$ cat config.mk
export PLATFORM = sky130hd
export DESIGN_NAME = ir_pulse_codec_port_mux
export DESIGN_NICKNAME = d
export VERILOG_FILES = /design/src/verilog/ir_codec_pkg.sv /design/src/verilog/codec_timing_if.sv /design/src/verilog/ir_pulse_encoder.sv /design/src/verilog/ir_pulse_decoder.sv /design/src/verilog/ir_pulse_codec_port_mux.sv
export VERILOG_INCLUDE_DIRS = /design/src /design/src/verilog
export SDC_FILE = /design/constraint.sdc
export NUM_CORES = 1
export LEC_CHECK = 0
export BUFFER_PORTS_ARGS = -buffer_cell sky130_fd_sc_hd__buf_2
export CAP_MARGIN = 20
export CORE_MARGIN = 2
export CORE_UTILIZATION = 45
export CTS_CLUSTER_SIZE = 8
export DETAILED_ROUTE_END_ITERATION = 10
export GPL_ROUTABILITY_DRIVEN = 0
export GPL_TIMING_DRIVEN = 0
export SETUP_SLACK_MARGIN = 0.2
export SLEW_MARGIN = 20
export SYNTH_ARGS = -nofsm -noshare
export SYNTH_HDL_FRONTEND = slang
export SYNTH_SLANG_ARGS = --single-unit
$ cat constraint.sdc
create_clock -name ref_clk_i -period 7.8 [get_ports ref_clk_i]
set_input_delay 2.34 -clock ref_clk_i [delete_from_list [all_inputs] [get_ports ref_clk_i]]
set_output_delay 2.34 -clock ref_clk_i [all_outputs]
set_load 0.02 [all_outputs]
$ cat src/verilog/ir_codec_consts.svh
`ifndef IR_CODEC_CONSTS_SVH
`define IR_CODEC_CONSTS_SVH

// reference clock
`define REF_CLK_MHZ 50
`define REF_CLK_HZ 50000000

// fixed-width optical pulse, time in ns and derived cycles (least time, rounded up)
`define FIXED_PULSE_NS 1627
`define FIXED_PULSE_CYC ((`FIXED_PULSE_NS * `REF_CLK_MHZ + 999) / 1000)
`define OSC_PULSE_EDGES 3

// sixteenth-of-bit timing
`define TICKS_PER_BIT 16
`define PULSE_3_16_TICKS 3
`define MID_START_TICKS 8
`define CTL_DATA_BITS 8

// pin synchroniser slots
`define PIN_COUNT 10
`define PIN_PORT_SEL 0
`define PIN_HOST_TX 1
`define PIN_SERIAL_RX 2
`define PIN_OPTICAL_RX 3
`define PIN_OSC 4
`define PIN_BAUD 5
`define PIN_RATE_SEL 6
`define PIN_STRAP_ONE 7
`define PIN_PULSE_SEL 8
`define PIN_VARIANT 9
`define SETTLE_CYCLES 3'h4

// control byte layout
`define CTL_USER_HI 6
`define CTL_USER_LO 5
`define CTL_PSEL 4
`define CTL_BAUD_HI 3
`define CTL_BAUD_LO 0
`define DEFAULT_BAUD_CODE 4'h6

// 16x divisors from the reference clock
`define BAUD_DIV(rate) (`REF_CLK_HZ / (16 * (rate)))
`define RATE_0 115200
`define RATE_1 57600
`define RATE_2 38400
`define RATE_3 19200
`define RATE_4 14400
`define RATE_5 12800
`define RATE_6 9600
`define RATE_7 7200
`define RATE_8 4800
`define RATE_9 3600
`define RATE_A 2400
`define RATE_B 1800
`define RATE_C 1200

`endif

$ cat src/verilog/ir_codec_pkg.sv
package ir_codec_pkg;
  typedef logic [11:0] div_t;
  typedef logic [3:0] baud_code_t;
  typedef enum logic [1:0] {
    CRX_IDLE = 2'b00,
    CRX_START = 2'b01,
    CRX_DATA = 2'b10
  } ctl_rx_state_e;
  typedef enum logic [1:0] {
    DIR_IDLE = 2'b00,
    DIR_TX = 2'b01,
    DIR_RX = 2'b10
  } link_dir_e;
endpackage

$ cat src/verilog/codec_timing_if.sv
interface codec_timing_if;
  logic tick16;
  logic osc_tick;
  logic fixed_mode;
  logic ref_width;
  logic filter_en;
  logic tx_enable;
  logic rx_enable;
  modport src (output tick16, osc_tick, fixed_mode, ref_width, filter_en, tx_enable, rx_enable);
  modport enc (input tick16, osc_tick, fixed_mode, ref_width, tx_enable);
  modport dec (input tick16, osc_tick, filter_en, rx_enable);
endinterface

$ cat src/verilog/ir_pulse_encoder.sv
`include "ir_codec_consts.svh"

module ir_pulse_encoder (
  // clock and reset
  input wire logic ref_clk_i,
  input wire logic arst_n_i,
  // timing
  codec_timing_if.enc tim,
  // data
  input wire logic tx_data_i,
  output logic pulse_o
);
  logic [4:0] phase_r;
  logic tx_prev_r;
  logic [7:0] width_r;
  logic pulse_r;
  wire tx_fall = tx_prev_r & ~tx_data_i;
  // repeat one tick into the bit, so a slightly skewed uart edge is already seen
  wire bit_edge = tim.tick16 && (phase_r == 5'(`TICKS_PER_BIT));
  wire bit_start = tx_fall | (bit_edge & ~tx_data_i);
  // RULE_20: pulse per zero bit
  wire fire = tim.tx_enable & bit_start & ~tx_data_i;
  // RULE_15: width source by mode
  wire step = tim.fixed_mode ? (tim.ref_width ? 1'b1 : tim.osc_tick) : tim.tick16;
  // RULE_06: three oscillator edges
  wire [7:0] limit = !tim.fixed_mode ? 8'(`PULSE_3_16_TICKS) :
                     (tim.ref_width ? 8'(`FIXED_PULSE_CYC) : 8'(`OSC_PULSE_EDGES));

  always_ff @(posedge ref_clk_i or negedge arst_n_i) begin
    if (!arst_n_i) begin
      phase_r <= '0;
      tx_prev_r <= 1'b1;
      width_r <= '0;
      pulse_r <= 1'b0;
    end else begin
      tx_prev_r <= tx_data_i;
      if (tx_fall) begin
        phase_r <= '0;
      end else if (bit_edge) begin
        phase_r <= 5'h01;
      end else if (tim.tick16) begin
        phase_r <= phase_r + 5'h01;
      end
      if (fire) begin
        pulse_r <= 1'b1;
        width_r <= '0;
      end else if (pulse_r && step) begin
        width_r <= width_r + 8'h01;
        if (width_r + 8'h01 >= limit) begin
          pulse_r <= 1'b0;
        end
      end
    end
  end

  assign pulse_o = pulse_r;
endmodule

$ cat src/verilog/ir_pulse_decoder.sv
`include "ir_codec_consts.svh"

module ir_pulse_decoder (
  // clock and reset
  input wire logic ref_clk_i,
  input wire logic arst_n_i,
  // timing
  codec_timing_if.dec tim,
  // data, optical input is active low
  input wire logic optical_rx_i,
  output logic bit_low_o
);
  logic armed_r;
  logic [1:0] osc_seen_r;
  logic low_r;
  logic [3:0] stretch_r;
  // RULE_08: low held across a full oscillator period
  wire long_enough = tim.osc_tick && (osc_seen_r == 2'h1);
  // RULE_09: no filter in 3/16 mode
  wire accept = tim.rx_enable & armed_r & ~optical_rx_i & (~tim.filter_en | long_enough);

  always_ff @(posedge ref_clk_i or negedge arst_n_i) begin
    if (!arst_n_i) begin
      armed_r <= 1'b1;
      osc_seen_r <= '0;
      low_r <= 1'b0;
      stretch_r <= '0;
    end else begin
      if (optical_rx_i) begin
        armed_r <= 1'b1;
        osc_seen_r <= '0;
      end else if (accept) begin
        armed_r <= 1'b0;
      end else if (tim.osc_tick && osc_seen_r != 2'h2) begin
        osc_seen_r <= osc_seen_r + 2'h1;
      end
      // RULE_04: stretch on baud ticks
      if (accept) begin
        low_r <= 1'b1;
        stretch_r <= '0;
      end else if (low_r && tim.tick16) begin
        stretch_r <= stretch_r + 4'h1;
        if (stretch_r == 4'(`TICKS_PER_BIT - 1)) begin
          low_r <= 1'b0;
        end
      end
    end
  end

  assign bit_low_o = low_r;
endmodule

$ cat src/verilog/ir_pulse_codec_port_mux.sv
`include "ir_codec_consts.svh"

// What this block does
// RULE_01: port select low routes uart to optical pins, serial side blocked.
// RULE_02: port select high routes uart to serial side pins, optical blocked.
// RULE_03: half duplex; transmit blocks receive and receive blocks transmit.
// RULE_04: dual clock uses baud clock to stretch, oscillator to shorten and filter.
// RULE_05: single clock straps give 3/16 pulses with filtering off.
// RULE_06: fixed pulses are three oscillator edges regardless of baud rate; the crystal variant times them as FIXED_PULSE_CYC reference cycles instead.
// RULE_07: oscillator and baud clock are unrelated and sampled separately.
// RULE_08: fixed mode drops optical pulses shorter than one oscillator period; on the crystal variant the code applies no filter in fixed mode.
// RULE_09: 3/16 mode applies no filtering to the optical input.
// RULE_10: both straps low select filtered fixed mode on dual clock variant.
// RULE_11: rate select low means serial and optical inputs carry data.
// RULE_12: rate select high captures seven low bits of serial word as control.
// RULE_13: new rate takes effect only when rate select returns low.
// RULE_14: control byte: ignored top, two user bits, pulse select, baud code.
// RULE_15: pulse select one gives fixed width, zero gives 3/16 bit.
// RULE_16: baud codes 0 to C map 115.2 down to 1.2 kbit/s.
// RULE_17: fixed width is the better choice where power matters.
// RULE_18: reset clears registers and starts at 9600 bit/s.
// RULE_19: control word is start bit plus eight bits, no stop, current rate.
// RULE_20: one pulse per zero bit; each accepted pulse becomes a low bit.
module ir_pulse_codec_port_mux (
  // clock and reset
  input wire logic ref_clk_i,
  input wire logic arst_n_i,
  // uart side
  input wire logic host_tx_in_i,
  output logic host_rx_o,
  input wire logic uart_aux_output_one_i,
  // clocks from the uart
  input wire logic oscillator_in_i,
  input wire logic baud_clk_i,
  // straps and control
  input wire logic strap_one_i,
  input wire logic pulse_width_select_i,
  input wire logic crystal_variant_i,
  input wire logic rate_or_data_select_i,
  // serial side
  input wire logic serial_side_rx_i,
  output logic serial_side_tx_o,
  // optical transceiver
  input wire logic optical_rx_i,
  output logic optical_tx_o,
  output logic transceiver_supply_out_o,
  // user bits of the control byte
  output logic [1:0] user_bits_o
);
  codec_timing_if tim ();

  // pin synchronisers
  wire [`PIN_COUNT-1:0] pins_raw = {crystal_variant_i, pulse_width_select_i, strap_one_i,
                                    rate_or_data_select_i, baud_clk_i, oscillator_in_i,
                                    optical_rx_i, serial_side_rx_i, host_tx_in_i,
                                    uart_aux_output_one_i};
  logic [`PIN_COUNT-1:0] pins_r;
  logic [`PIN_COUNT-1:0] pins_prev_r;

  // RULE_07: each clock pin sampled on its own
  genvar gi;
  generate
    for (gi = 0; gi < `PIN_COUNT; gi++) begin : g_sync
      logic [2:0] sh_r;
      always_ff @(posedge ref_clk_i or negedge arst_n_i) begin
        if (!arst_n_i) begin
          sh_r <= '0;
          pins_r[gi] <= 1'b0;
          pins_prev_r[gi] <= 1'b0;
        end else begin
          sh_r <= {sh_r[1:0], pins_raw[gi]};
          if (sh_r[1] == sh_r[2]) begin
            pins_r[gi] <= sh_r[2];
          end
          pins_prev_r[gi] <= pins_r[gi];
        end
      end
    end
  endgenerate

  logic ready_r;
  wire port_sel = pins_r[`PIN_PORT_SEL];
  wire host_tx = pins_r[`PIN_HOST_TX] | ~ready_r;
  wire serial_rx = pins_r[`PIN_SERIAL_RX] | ~ready_r;
  wire opt_rx = pins_r[`PIN_OPTICAL_RX] | ~ready_r;
  wire rate_sel = pins_r[`PIN_RATE_SEL];
  wire osc_rise = ready_r & pins_r[`PIN_OSC] & ~pins_prev_r[`PIN_OSC];
  wire baud_rise = ready_r & pins_r[`PIN_BAUD] & ~pins_prev_r[`PIN_BAUD];
  wire rate_sel_fall = ready_r & ~rate_sel & pins_prev_r[`PIN_RATE_SEL];
  wire host_tx_fall = ready_r & ~pins_r[`PIN_HOST_TX] & pins_prev_r[`PIN_HOST_TX];

  // settle counter, then straps are caught
  logic [2:0] settle_r;
  logic strap_one_r;
  logic strap_psel_r;
  logic variant_r;

  always_ff @(posedge ref_clk_i or negedge arst_n_i) begin
    if (!arst_n_i) begin
      settle_r <= '0;
      ready_r <= 1'b0;
      strap_one_r <= 1'b0;
      strap_psel_r <= 1'b0;
      variant_r <= 1'b0;
    end else if (!ready_r) begin
      settle_r <= settle_r + 3'h1;
      if (settle_r == `SETTLE_CYCLES) begin
        ready_r <= 1'b1;
        strap_one_r <= pins_r[`PIN_STRAP_ONE];
        strap_psel_r <= pins_r[`PIN_PULSE_SEL];
        variant_r <= pins_r[`PIN_VARIANT];
      end
    end
  end

  // control byte state
  ir_codec_pkg::baud_code_t baud_code_r;
  logic psel_r;
  logic [1:0] user_r;
  logic [6:0] pend_r;
  logic pend_valid_r;

  // RULE_16: baud code to 16x divisor
  ir_codec_pkg::div_t div_max;
  always_comb begin
    case (baud_code_r)
      4'h0: div_max = ir_codec_pkg::div_t'(`BAUD_DIV(`RATE_0));
      4'h1: div_max = ir_codec_pkg::div_t'(`BAUD_DIV(`RATE_1));
      4'h2: div_max = ir_codec_pkg::div_t'(`BAUD_DIV(`RATE_2));
      4'h3: div_max = ir_codec_pkg::div_t'(`BAUD_DIV(`RATE_3));
      4'h4: div_max = ir_codec_pkg::div_t'(`BAUD_DIV(`RATE_4));
      4'h5: div_max = ir_codec_pkg::div_t'(`BAUD_DIV(`RATE_5));
      4'h6: div_max = ir_codec_pkg::div_t'(`BAUD_DIV(`RATE_6));
      4'h7: div_max = ir_codec_pkg::div_t'(`BAUD_DIV(`RATE_7));
      4'h8: div_max = ir_codec_pkg::div_t'(`BAUD_DIV(`RATE_8));
      4'h9: div_max = ir_codec_pkg::div_t'(`BAUD_DIV(`RATE_9));
      4'hA: div_max = ir_codec_pkg::div_t'(`BAUD_DIV(`RATE_A));
      4'hB: div_max = ir_codec_pkg::div_t'(`BAUD_DIV(`RATE_B));
      4'hC: div_max = ir_codec_pkg::div_t'(`BAUD_DIV(`RATE_C));
      default: div_max = ir_codec_pkg::div_t'(`BAUD_DIV(`RATE_6));
    endcase
  end

  ir_codec_pkg::div_t div_cnt_r;
  logic div_tick_r;
  always_ff @(posedge ref_clk_i or negedge arst_n_i) begin
    if (!arst_n_i) begin
      div_cnt_r <= '0;
      div_tick_r <= 1'b0;
    end else if (host_tx_fall) begin
      // restart on a start edge, so a 3/16 pulse spans whole ticks
      div_cnt_r <= '0;
      div_tick_r <= 1'b0;
    end else begin
      div_tick_r <= 1'b0;
      if (div_cnt_r >= div_max - ir_codec_pkg::div_t'(1)) begin
        div_cnt_r <= '0;
        div_tick_r <= 1'b1;
      end else begin
        div_cnt_r <= div_cnt_r + ir_codec_pkg::div_t'(1);
      end
    end
  end

  // RULE_04: baud clock as 16x reference on the dual clock variant
  wire tick16 = variant_r ? div_tick_r : baud_rise;

  // RULE_05: strap one high selects 3/16, no filter
  // RULE_10: both straps low select filtered fixed width
  // RULE_15: control bit selects the width on the crystal variant
  wire fixed_mode = variant_r ? psel_r : (~strap_one_r & ~strap_psel_r);

  // control word receiver: start bit plus eight bits, no stop
  ir_codec_pkg::ctl_rx_state_e crx_state_r;
  logic [3:0] crx_tick_r;
  logic [2:0] crx_bit_r;
  logic [7:0] crx_shift_r;
  logic serial_rx_prev_r;
  wire crx_start = rate_sel & serial_rx_prev_r & ~serial_rx;
  wire [7:0] crx_word = {serial_rx, crx_shift_r[7:1]};

  // RULE_12: capture while rate select is high
  always_ff @(posedge ref_clk_i or negedge arst_n_i) begin
    if (!arst_n_i) begin
      crx_state_r <= ir_codec_pkg::CRX_IDLE;
      crx_tick_r <= '0;
      crx_bit_r <= '0;
      crx_shift_r <= '0;
      serial_rx_prev_r <= 1'b1;
    end else begin
      serial_rx_prev_r <= serial_rx;
      case (crx_state_r)
        ir_codec_pkg::CRX_IDLE: begin
          crx_tick_r <= '0;
          if (crx_start) begin
            crx_state_r <= ir_codec_pkg::CRX_START;
          end
        end
        ir_codec_pkg::CRX_START: begin
          if (!rate_sel) begin
            crx_state_r <= ir_codec_pkg::CRX_IDLE;
          end else if (tick16) begin
            crx_tick_r <= crx_tick_r + 4'h1;
            if (crx_tick_r == 4'(`MID_START_TICKS - 1)) begin
              crx_tick_r <= '0;
              crx_bit_r <= '0;
              crx_state_r <= serial_rx ? ir_codec_pkg::CRX_IDLE : ir_codec_pkg::CRX_DATA;
            end
          end
        end
        ir_codec_pkg::CRX_DATA: begin
          if (!rate_sel) begin
            crx_state_r <= ir_codec_pkg::CRX_IDLE;
          end else if (tick16) begin
            crx_tick_r <= crx_tick_r + 4'h1;
            if (crx_tick_r == 4'(`TICKS_PER_BIT - 1)) begin
              crx_shift_r <= crx_word;
              crx_bit_r <= crx_bit_r + 3'h1;
              if (crx_bit_r == 3'(`CTL_DATA_BITS - 1)) begin
                crx_state_r <= ir_codec_pkg::CRX_IDLE;
              end
            end
          end
        end
        default: crx_state_r <= ir_codec_pkg::CRX_IDLE;
      endcase
    end
  end

  wire crx_done = (crx_state_r == ir_codec_pkg::CRX_DATA) && rate_sel && tick16 &&
                  (crx_tick_r == 4'(`TICKS_PER_BIT - 1)) &&
                  (crx_bit_r == 3'(`CTL_DATA_BITS - 1));

  // control registers
  always_ff @(posedge ref_clk_i or negedge arst_n_i) begin
    if (!arst_n_i) begin
      // RULE_18: cleared, default rate
      baud_code_r <= `DEFAULT_BAUD_CODE;
      psel_r <= 1'b0;
      user_r <= '0;
      pend_r <= '0;
      pend_valid_r <= 1'b0;
    end else begin
      if (crx_done) begin
        pend_r <= crx_word[6:0];
        pend_valid_r <= 1'b1;
      // RULE_13: applied on rate select fall
      end else if (rate_sel_fall && pend_valid_r) begin
        pend_valid_r <= 1'b0;
        // RULE_14: field split
        user_r <= pend_r[`CTL_USER_HI:`CTL_USER_LO];
        psel_r <= pend_r[`CTL_PSEL];
        baud_code_r <= pend_r[`CTL_BAUD_HI:`CTL_BAUD_LO];
      end
    end
  end

  // half duplex direction
  ir_codec_pkg::link_dir_e dir_r;
  logic [3:0] tx_hold_r;
  logic dec_low;
  logic enc_pulse;
  // RULE_11: data only while rate select is low
  wire data_mode = ~rate_sel;
  wire rx_active = port_sel ? ~serial_rx : dec_low;
  always_ff @(posedge ref_clk_i or negedge arst_n_i) begin
    if (!arst_n_i) begin
      dir_r <= ir_codec_pkg::DIR_IDLE;
      tx_hold_r <= '0;
    end else begin
      if (!host_tx) begin
        tx_hold_r <= 4'(`TICKS_PER_BIT - 1);
      end else if (tick16 && tx_hold_r != 4'h0) begin
        tx_hold_r <= tx_hold_r - 4'h1;
      end
      // RULE_03: one direction at a time
      case (dir_r)
        ir_codec_pkg::DIR_IDLE: begin
          if (data_mode && !host_tx) begin
            dir_r <= ir_codec_pkg::DIR_TX;
          end else if (data_mode && rx_active) begin
            dir_r <= ir_codec_pkg::DIR_RX;
          end
        end
        ir_codec_pkg::DIR_TX: begin
          if (host_tx && tx_hold_r == 4'h0 && !enc_pulse) begin
            dir_r <= ir_codec_pkg::DIR_IDLE;
          end
        end
        ir_codec_pkg::DIR_RX: begin
          if (!rx_active) begin
            dir_r <= ir_codec_pkg::DIR_IDLE;
          end
        end
        default: dir_r <= ir_codec_pkg::DIR_IDLE;
      endcase
    end
  end

  wire tx_ok = data_mode & (dir_r != ir_codec_pkg::DIR_RX);
  wire rx_ok = data_mode & (dir_r != ir_codec_pkg::DIR_TX) & ~(dir_r == ir_codec_pkg::DIR_IDLE & ~host_tx);

  assign tim.tick16 = tick16;
  assign tim.osc_tick = osc_rise;
  assign tim.fixed_mode = fixed_mode;
  assign tim.ref_width = variant_r;
  // RULE_08: filter only with an oscillator present
  assign tim.filter_en = fixed_mode & ~variant_r;
  assign tim.tx_enable = tx_ok & ~port_sel;
  assign tim.rx_enable = rx_ok & ~port_sel;

  ir_pulse_encoder u_enc (
    .ref_clk_i(ref_clk_i),
    .arst_n_i(arst_n_i),
    .tim(tim.enc),
    .tx_data_i(host_tx),
    .pulse_o(enc_pulse)
  );

  ir_pulse_decoder u_dec (
    .ref_clk_i(ref_clk_i),
    .arst_n_i(arst_n_i),
    .tim(tim.dec),
    .optical_rx_i(opt_rx),
    .bit_low_o(dec_low)
  );

  // port multiplexer
  // RULE_01: optical route, serial side idle
  // RULE_02: serial route, optical idle
  wire opt_tx_nxt = ~port_sel & enc_pulse;
  wire ser_tx_nxt = port_sel ? (host_tx | ~tx_ok) : 1'b1;
  wire host_rx_nxt = port_sel ? (serial_rx | ~rx_ok) : ~dec_low;

  always_ff @(posedge ref_clk_i or negedge arst_n_i) begin
    if (!arst_n_i) begin
      optical_tx_o <= 1'b0;
      serial_side_tx_o <= 1'b1;
      host_rx_o <= 1'b1;
      transceiver_supply_out_o <= 1'b0;
      user_bits_o <= '0;
    end else begin
      optical_tx_o <= opt_tx_nxt;
      serial_side_tx_o <= ser_tx_nxt;
      host_rx_o <= host_rx_nxt;
      transceiver_supply_out_o <= ready_r;
      user_bits_o <= user_r;
    end
  end
endmodule

==> results of run 1 <==
## flip-flops by register name, summed over array words and instances (netlist names), 4 cells and up
name and flops:
crx_tick_r 4, pins_r 8, baud_code_r 4, pins_prev_r 4, tx_hold_r 4, crx_shift_r 7, u_dec.stretch_r 4, pend_r 7
g_sync.sh_r 30, div_cnt_r 12, u_enc.width_r 8, u_enc.phase_r 5
## routing by layer
metal,share of wire (%),track usage [%],vias up
met5,0,0,-
met1,48,22.29,2011
met4,0.66,4.670,0
met2,48,25.00,70
li1,-,-,1988
met3,3.6,4.869,8
## power by group through the flow
stage | sequential [mW] | clock (mW) | combinational, mW
after detailed placement | 0.814 | 0 | 0.261
final | 0.801 | 0.788 | 0.258
after CTS | 0.801 | 0.806 | 0.263
after global placement | 0.810 | 0 | 0.248
after floorplan | 0.802 | 0 | 0.191
after global routing | 0.811 | 0.837 | 0.293
## final timing paths
check | start | end | depth (start not counted)
max | baud_code_r[1] | div_cnt_r[4] | 15
min | g_sync[5].sh_r[0] | g_sync[5].sh_r[1] | 0
max reg2reg | baud_code_r[1] | div_cnt_r[4] | 15
min reg2reg | g_sync[5].sh_r[0] | g_sync[5].sh_r[1] | 0
max in group asynchronous | arst_n_i | u_dec.armed_r | 2
min in group asynchronous | arst_n_i | pend_r[0] | 1
## cell families after synthesis
| family | share of synthesized area (%) |
|---|---|
| AND/OR/NAND/NOR | 15.38 |
| flip-flops | 52.62 |
| AO/OA/AOI/OAI | 9.255 |
| adder cells (fa/ha/maj) | 9.615 |
| buffers and inverters | 2.865 |
| XOR/XNOR | 4.487 |
| multiplexers | 5.769 |
## cell usage after synthesis (3+ instances only)
master / instances / share of area (%)
a21o_1: 5 / 0.60
a21oi_1: 25 / 2.0
a31oi_1: 6 / 0.60
and2_1: 8 / 0.80
buf_2: 8 / 0.64
clkbuf_1: 3 / 0.18
dfrtp_1: 124 / 50
dfstp_2: 7 / 2.9
ha_1: 40 / 8.0
inv_1: 28 / 1.7
maj3_1: 10 / 1.6
mux2_2: 20 / 3.6
mux2_4: 7 / 1.7
mux2i_1: 3 / 0.48
nand2_1: 29 / 1.7
nand2b_1: 7 / 0.70
nand3_1: 15 / 1.2
nand3b_1: 4 / 0.48
nand4_1: 3 / 0.30
nand4b_1: 3 / 0.42
nor2_1: 42 / 2.5
nor2b_1: 6 / 0.60
nor3_1: 21 / 1.7
nor3b_1: 3 / 0.36
nor4_1: 3 / 0.30
o211ai_1: 3 / 0.36
o21ai_0: 13 / 1.0
o22ai_1: 6 / 0.60
or2_2: 4 / 0.40
or3_1: 4 / 0.40
xnor2_1: 19 / 2.7
xor2_1: 13 / 1.8
## cell type report
cell class                 count  area [um^2]  share of cell area, %
timing repair buffer          18        122.6                  1.708
sequential                   131         3287                  45.78
tap                          180        225.2                  3.137
inverter                      29        108.9                  1.516
buffer                        13        70.07                 0.9759
multi-input combinational    368         2780                  38.72
clock inverter                15        160.2                  2.231
clock buffer                  17        425.4                  5.925
## per-stage QoR
step                instance area (um^2)  hold WS [ps]  instances
floorplan                           6246         331.2        541
global placement                    6556         332.4        738
detailed placement                  6594         335.8        739
CTS                                 7179         350.6        771
global route                        7179         354.7        771
finish                              7179         347.0        771
==> impl_metrics.json, run 1 <==
{
  "synth-edff-count": 0,
  "final_common_cell": "dfrtp_1",
  "ys_seq_elements": 131,
  "wire_per_inst_um": 14.21,
  "syn_inst": 541,
  "clock-sinks": 131,
  "dr.pass1.iters": 7,
  "period_share_pct": 55.74,
  "dp_hpwl_um": 7603,
  "end_kind": "flop",
  "fin_tns_setup_ps": 0,
  "gr-total-overflow": 0,
  "final-hold-violation-count": 0,
  "synth.distinct_cells": 71,
  "seq_power_share_pct": 43.4,
  "antennaDiodeCount": 0,
  "cts_resized": 0,
  "grt_max_degree": 103,
  "fin_skew_ps": 6.586,
  "worstPathCellList": "inv_1, ha_1, or2_2, a31oi_1, ha_1, o2111ai_1, nor3_1, and2_1, a21oi_1, ha_1, and4_1, nand2_1, o31ai_1, clkbuf_1, nor3_1",
  "clkTransAtPathRegs_ps": 60,
  "p_leak_nw": 3.293,
  "power.density_nw_per_um2": 257.4,
  "slowest_delay_ps": 610,
  "pre_cts_ws_ps": 3486,
  "crit_type": "flop to flop",
  "antenna_found_initial": 0,
  "slowest_stage": "dfstp_2",
  "slew_violations": 0,
  "setup_viol": 0,
  "path_delay_family": "simple AND/OR/NAND/NOR gates",
  "die_area_um2": 14840,
  "worst_pin_slew_ps": 710.9,
  "syn-mean-instance-area_um2": 11.55,
  "synth_nets": 593,
  "pwr-share-clk_pct": 42.7,
  "p_int_mw": 1.313,
  "finalWorstSetupSlack_ps": 3452,
  "rsz0062_at_grt": "false",
  "cts_tree": "built",
  "maxCapViolations": 0,
  "ys_seq_area_share_pct": 52.62,
  "io_buffers": 17,
  "cp_common_cell": "ha_1",
  "grt_pass1_wl_um": 19090,
  "status": "completed",
  "grt_usage_pct": 16.22,
  "hold_class": "flop to flop",
  "clock_latency_ps": 410,
  "drtIter0Drc": 205,
  "holdBufCountCts": 0,
  "area_growth_pct": 14.94,
  "cp.arrival_ps": 4620,
  "viasPerCell": 5.288,
  "rows": 43,
  "grt_pass1_vias": 3994,
  "clockRootBuffer": "clkbuf_16",
  "switching_power_mw": 0.5351,
  "utilization_pct": 52.33,
  "start_util_pct": 45.53,
  "comb_power_share_pct": 14.0,
  "finalWirelength_um": 10950,
  "ys.flop_type": "dfrtp_1",
  "dr_total_vias": 4077,
  "cts_max_level": 4,
  "drtAntennaViolNets": 0,
  "cts_buffers": 17,
  "fin_nets": 630,
  "path_max_fanout": 10,
  "p_total_mw": 1.848,
  "critPathBufInv": 2,
  "cp-start-kind": "flop",
  "final_cell_mix": "dfrtp_1 (124), nor2_1 (42), ha_1 (40)",
  "reg2reg_slack_ps": 3450,
  "max_slew_margin_pct": 52.29,
  "ys_warn_count": 0,
  "sw_frac_of_total_pct": 28.96,
  "num_io_pins": 18,
  "die_w_um": 121.8,
  "synthesis.area_um2": 6246,
  "fill_cells": 1183,
  "worst_ep_required_time_ps": 8080,
  "drc": 0,
  "postCtsSetupRepairBufs": 0,
  "die_h_um": 121.8,
  "fin_crit_ps": 4348,
  "drive_gt1_share_pct": 19.80,
  "irDropWorstVdd_uv": 248.0,
  "async_reset_ff_share_pct": 100.0,
  "clock_path_buffers": 2,
  "max_freq_ghz": 0.2300,
  "coreArea_um2": 13720
}
Note: power is estimated with default switching activity, not from simulation.
==> run 2, diff against run 1 <==
==> constraint.sdc (replaced) <==
create_clock -name ref_clk_i -period 4.47 [get_ports ref_clk_i]
set_input_delay 1.341 -clock ref_clk_i [delete_from_list [all_inputs] [get_ports ref_clk_i]]
set_output_delay 1.341 -clock ref_clk_i [all_outputs]
set_load 0.02 [all_outputs]
==> run 2 against run 1 <==
Hold slack about the same. Fmax increased by 7.6%. Sequential share of layout area decreased by 0.33 points. Clock skew decreased by 0.87 ps. Combinational power increased by 77%. Core utilization increased by 0.40 points. Cell count increased by 0.13%. Non-clock buffer count increased by 1. Via count increased by 0.34%. Routed wire length increased by 0.86%.
==> impl_metrics.json, run 2 (synthesis gave the netlist of run 1 again) <==
{
  "status": "completed",
  "worst_pin_slew_ps": 719.0,
  "reg2reg_from": "baud_code_r[1]",
  "grt_pass1_vias": 3994,
  "max_slew_margin_pct": 51.75,
  "die_w_um": 121.8,
  "final_cell_mix": "dfrtp_1 (123), nor2_1 (42), ha_1 (39)",
  "pwr-share-clk_pct": 42.6,
  "timing.rr.end": "div_cnt_r[4]",
  "hold_end": "g_sync[5].sh_r[1]",
  "power.density_nw_per_um2": 446.6,
  "hold_class": "flop to flop",
  "rsz0062_at_grt": "false",
  "clock_path_buffers": 2,
  "switching_power_mw": 0.9409,
  "viasPerCell": 5.299,
  "regMostFlops": "g_sync.sh_r",
  "fin_tns_setup_ps": 0,
  "seq_power_share_pct": 43.3,
  "area_growth_pct": 15.83,
  "dr_total_vias": 4091,
  "final_common_cell": "dfrtp_1",
  "largest_register_ffs": 30,
  "antenna_found_initial": 0,
  "grt_usage_pct": 16.22,
  "drc": 0,
  "max_freq_ghz": 0.2476,
  "dp_hpwl_um": 7603,
  "cp_common_cell": "ha_1",
  "sw_frac_of_total_pct": 29.12,
  "coreArea_um2": 13720,
  "hp-start": "g_sync[5].sh_r[0]",
  "clockRootBuffer": "clkbuf_16",
  "final-hold-violation-count": 0,
  "die_area_um2": 14840,
  "critPathBufInv": 2,
  "end_kind": "flop",
  "cp.arrival_ps": 4360,
  "start_util_pct": 45.53,
  "wire_per_inst_um": 14.31,
  "p_int_mw": 2.290,
  "slowest_stage": "dfstp_2",
  "drtIter0Drc": 205,
  "reg2reg_slack_ps": 430,
  "die_h_um": 121.8,
  "utilization_pct": 52.73,
  "irDropWorstVdd_uv": 432.6,
  "path_max_fanout": 10,
  "cp-start-kind": "flop",
  "crit_type": "flop to flop",
  "gr-total-overflow": 0,
  "cts_tree": "built",
  "drtAntennaViolNets": 0,
  "whs_ps": 347.0,
  "p_leak_nw": 3.303,
  "rows": 43,
  "finalWorstSetupSlack_ps": 430.5,
  "maxCapViolations": 0,
  "r2r_cells": 15,
  "top_regs": "g_sync.sh_r (30), div_cnt_r (12)",
  "grt_pass1_wl_um": 19090,
  "fin_skew_ps": 5.714,
  "drive_gt1_share_pct": 21.11,
  "pre_cts_ws_ps": 156.1,
  "period_share_pct": 90.37,
  "dr.pass1.iters": 6,
  "fin_nets": 631,
  "io_buffers": 17,
  "slew_violations": 0,
  "worst_ep_required_time_ps": 4790,
  "setup_viol": 0,
  "clock-sinks": 131,
  "finalWirelength_um": 11050,
  "slowest_delay_ps": 590,
  "hold_depth": 0,
  "path_delay_family": "simple AND/OR/NAND/NOR gates",
  "antennaDiodeCount": 0,
  "grt_max_degree": 103,
  "clock_latency_ps": 410,
  "fill_cells": 1183,
  "cts_max_level": 4,
  "fin_crit_ps": 4040,
  "comb_power_share_pct": 14.1,
  "num_io_pins": 18,
  "worstPathCellList": "inv_1, ha_1, or2_2, a31oi_4, ha_2, o2111ai_1, nor3_2, and2_1, a21oi_1, ha_1, and4_1, a221oi_2, o31ai_4, clkbuf_4, nor3_1",
  "cts_buffers": 17,
  "clkTransAtPathRegs_ps": 60
}
run 2: area by class of cell:
type	count	area, um^2	area share (%)
multi-input combinational	368	2823	39.02
clock inverter	15	160.2	2.214
inverter	29	108.9	1.505
sequential	131	3288	45.45
clock buffer	17	425.4	5.880
tap	180	225.2	3.113
timing repair buffer	19	130.1	1.799
buffer	13	73.82	1.020
run 2: per-layer routing:
layer	vias up	part of all wire (%)	global-route usage [%]
li1	1985	-	-
met1	2024	48	22.29
met2	70	48	25.00
met3	12	3.7	4.869
met4	0	1.0	4.670
met5	-	0	0
run 2: worst max-delay path by stage:
stage	from	endpoint	slack (ps)	cells past startpoint
6_report	baud_code_r[1]	div_cnt_r[4]	430	15
5_1_grt	baud_code_r[1]	div_cnt_r[9]	170	15
4_1_cts	baud_code_r[1]	div_cnt_r[4]	240	15
3_5_place_dp	baud_code_r[1]	div_cnt_r[10]	160	15
3_3_place_gp	baud_code_r[1]	div_cnt_r[10]	200	15
2_1_floorplan	baud_code_r[1]	div_cnt_r[10]	820	15
run 2: repair_timing:
item,CTS,global route
endpoints found under the hold margin,0,0
setup endpoints to repair,10,13
pin swaps,0,1
gates resized for setup,1,10
hold buffers,0,0
gates cloned,0,0
buffers inserted,0,1
run 2: stage by stage:
stage / std cells / power, mW / cell area [um^2]
global placement: 738 / 1.846 / 6556
floorplan: 541 / 1.734 / 6246
CTS: 771 / 3.264 / 7181
global route: 772 / 3.394 / 7234
finish: 772 / 3.231 / 7234
detailed placement: 739 / 1.875 / 6594
run 2: power groups by stage:
stage	Combinational, mW	Sequential, mW	Clock [mW]
2_1_floorplan	0.334	1.40	0
3_3_place_gp	0.433	1.41	0
3_5_place_dp	0.455	1.42	0
4_1_cts	0.458	1.40	1.41
5_1_grt	0.518	1.42	1.46
6_report	0.456	1.40	1.38
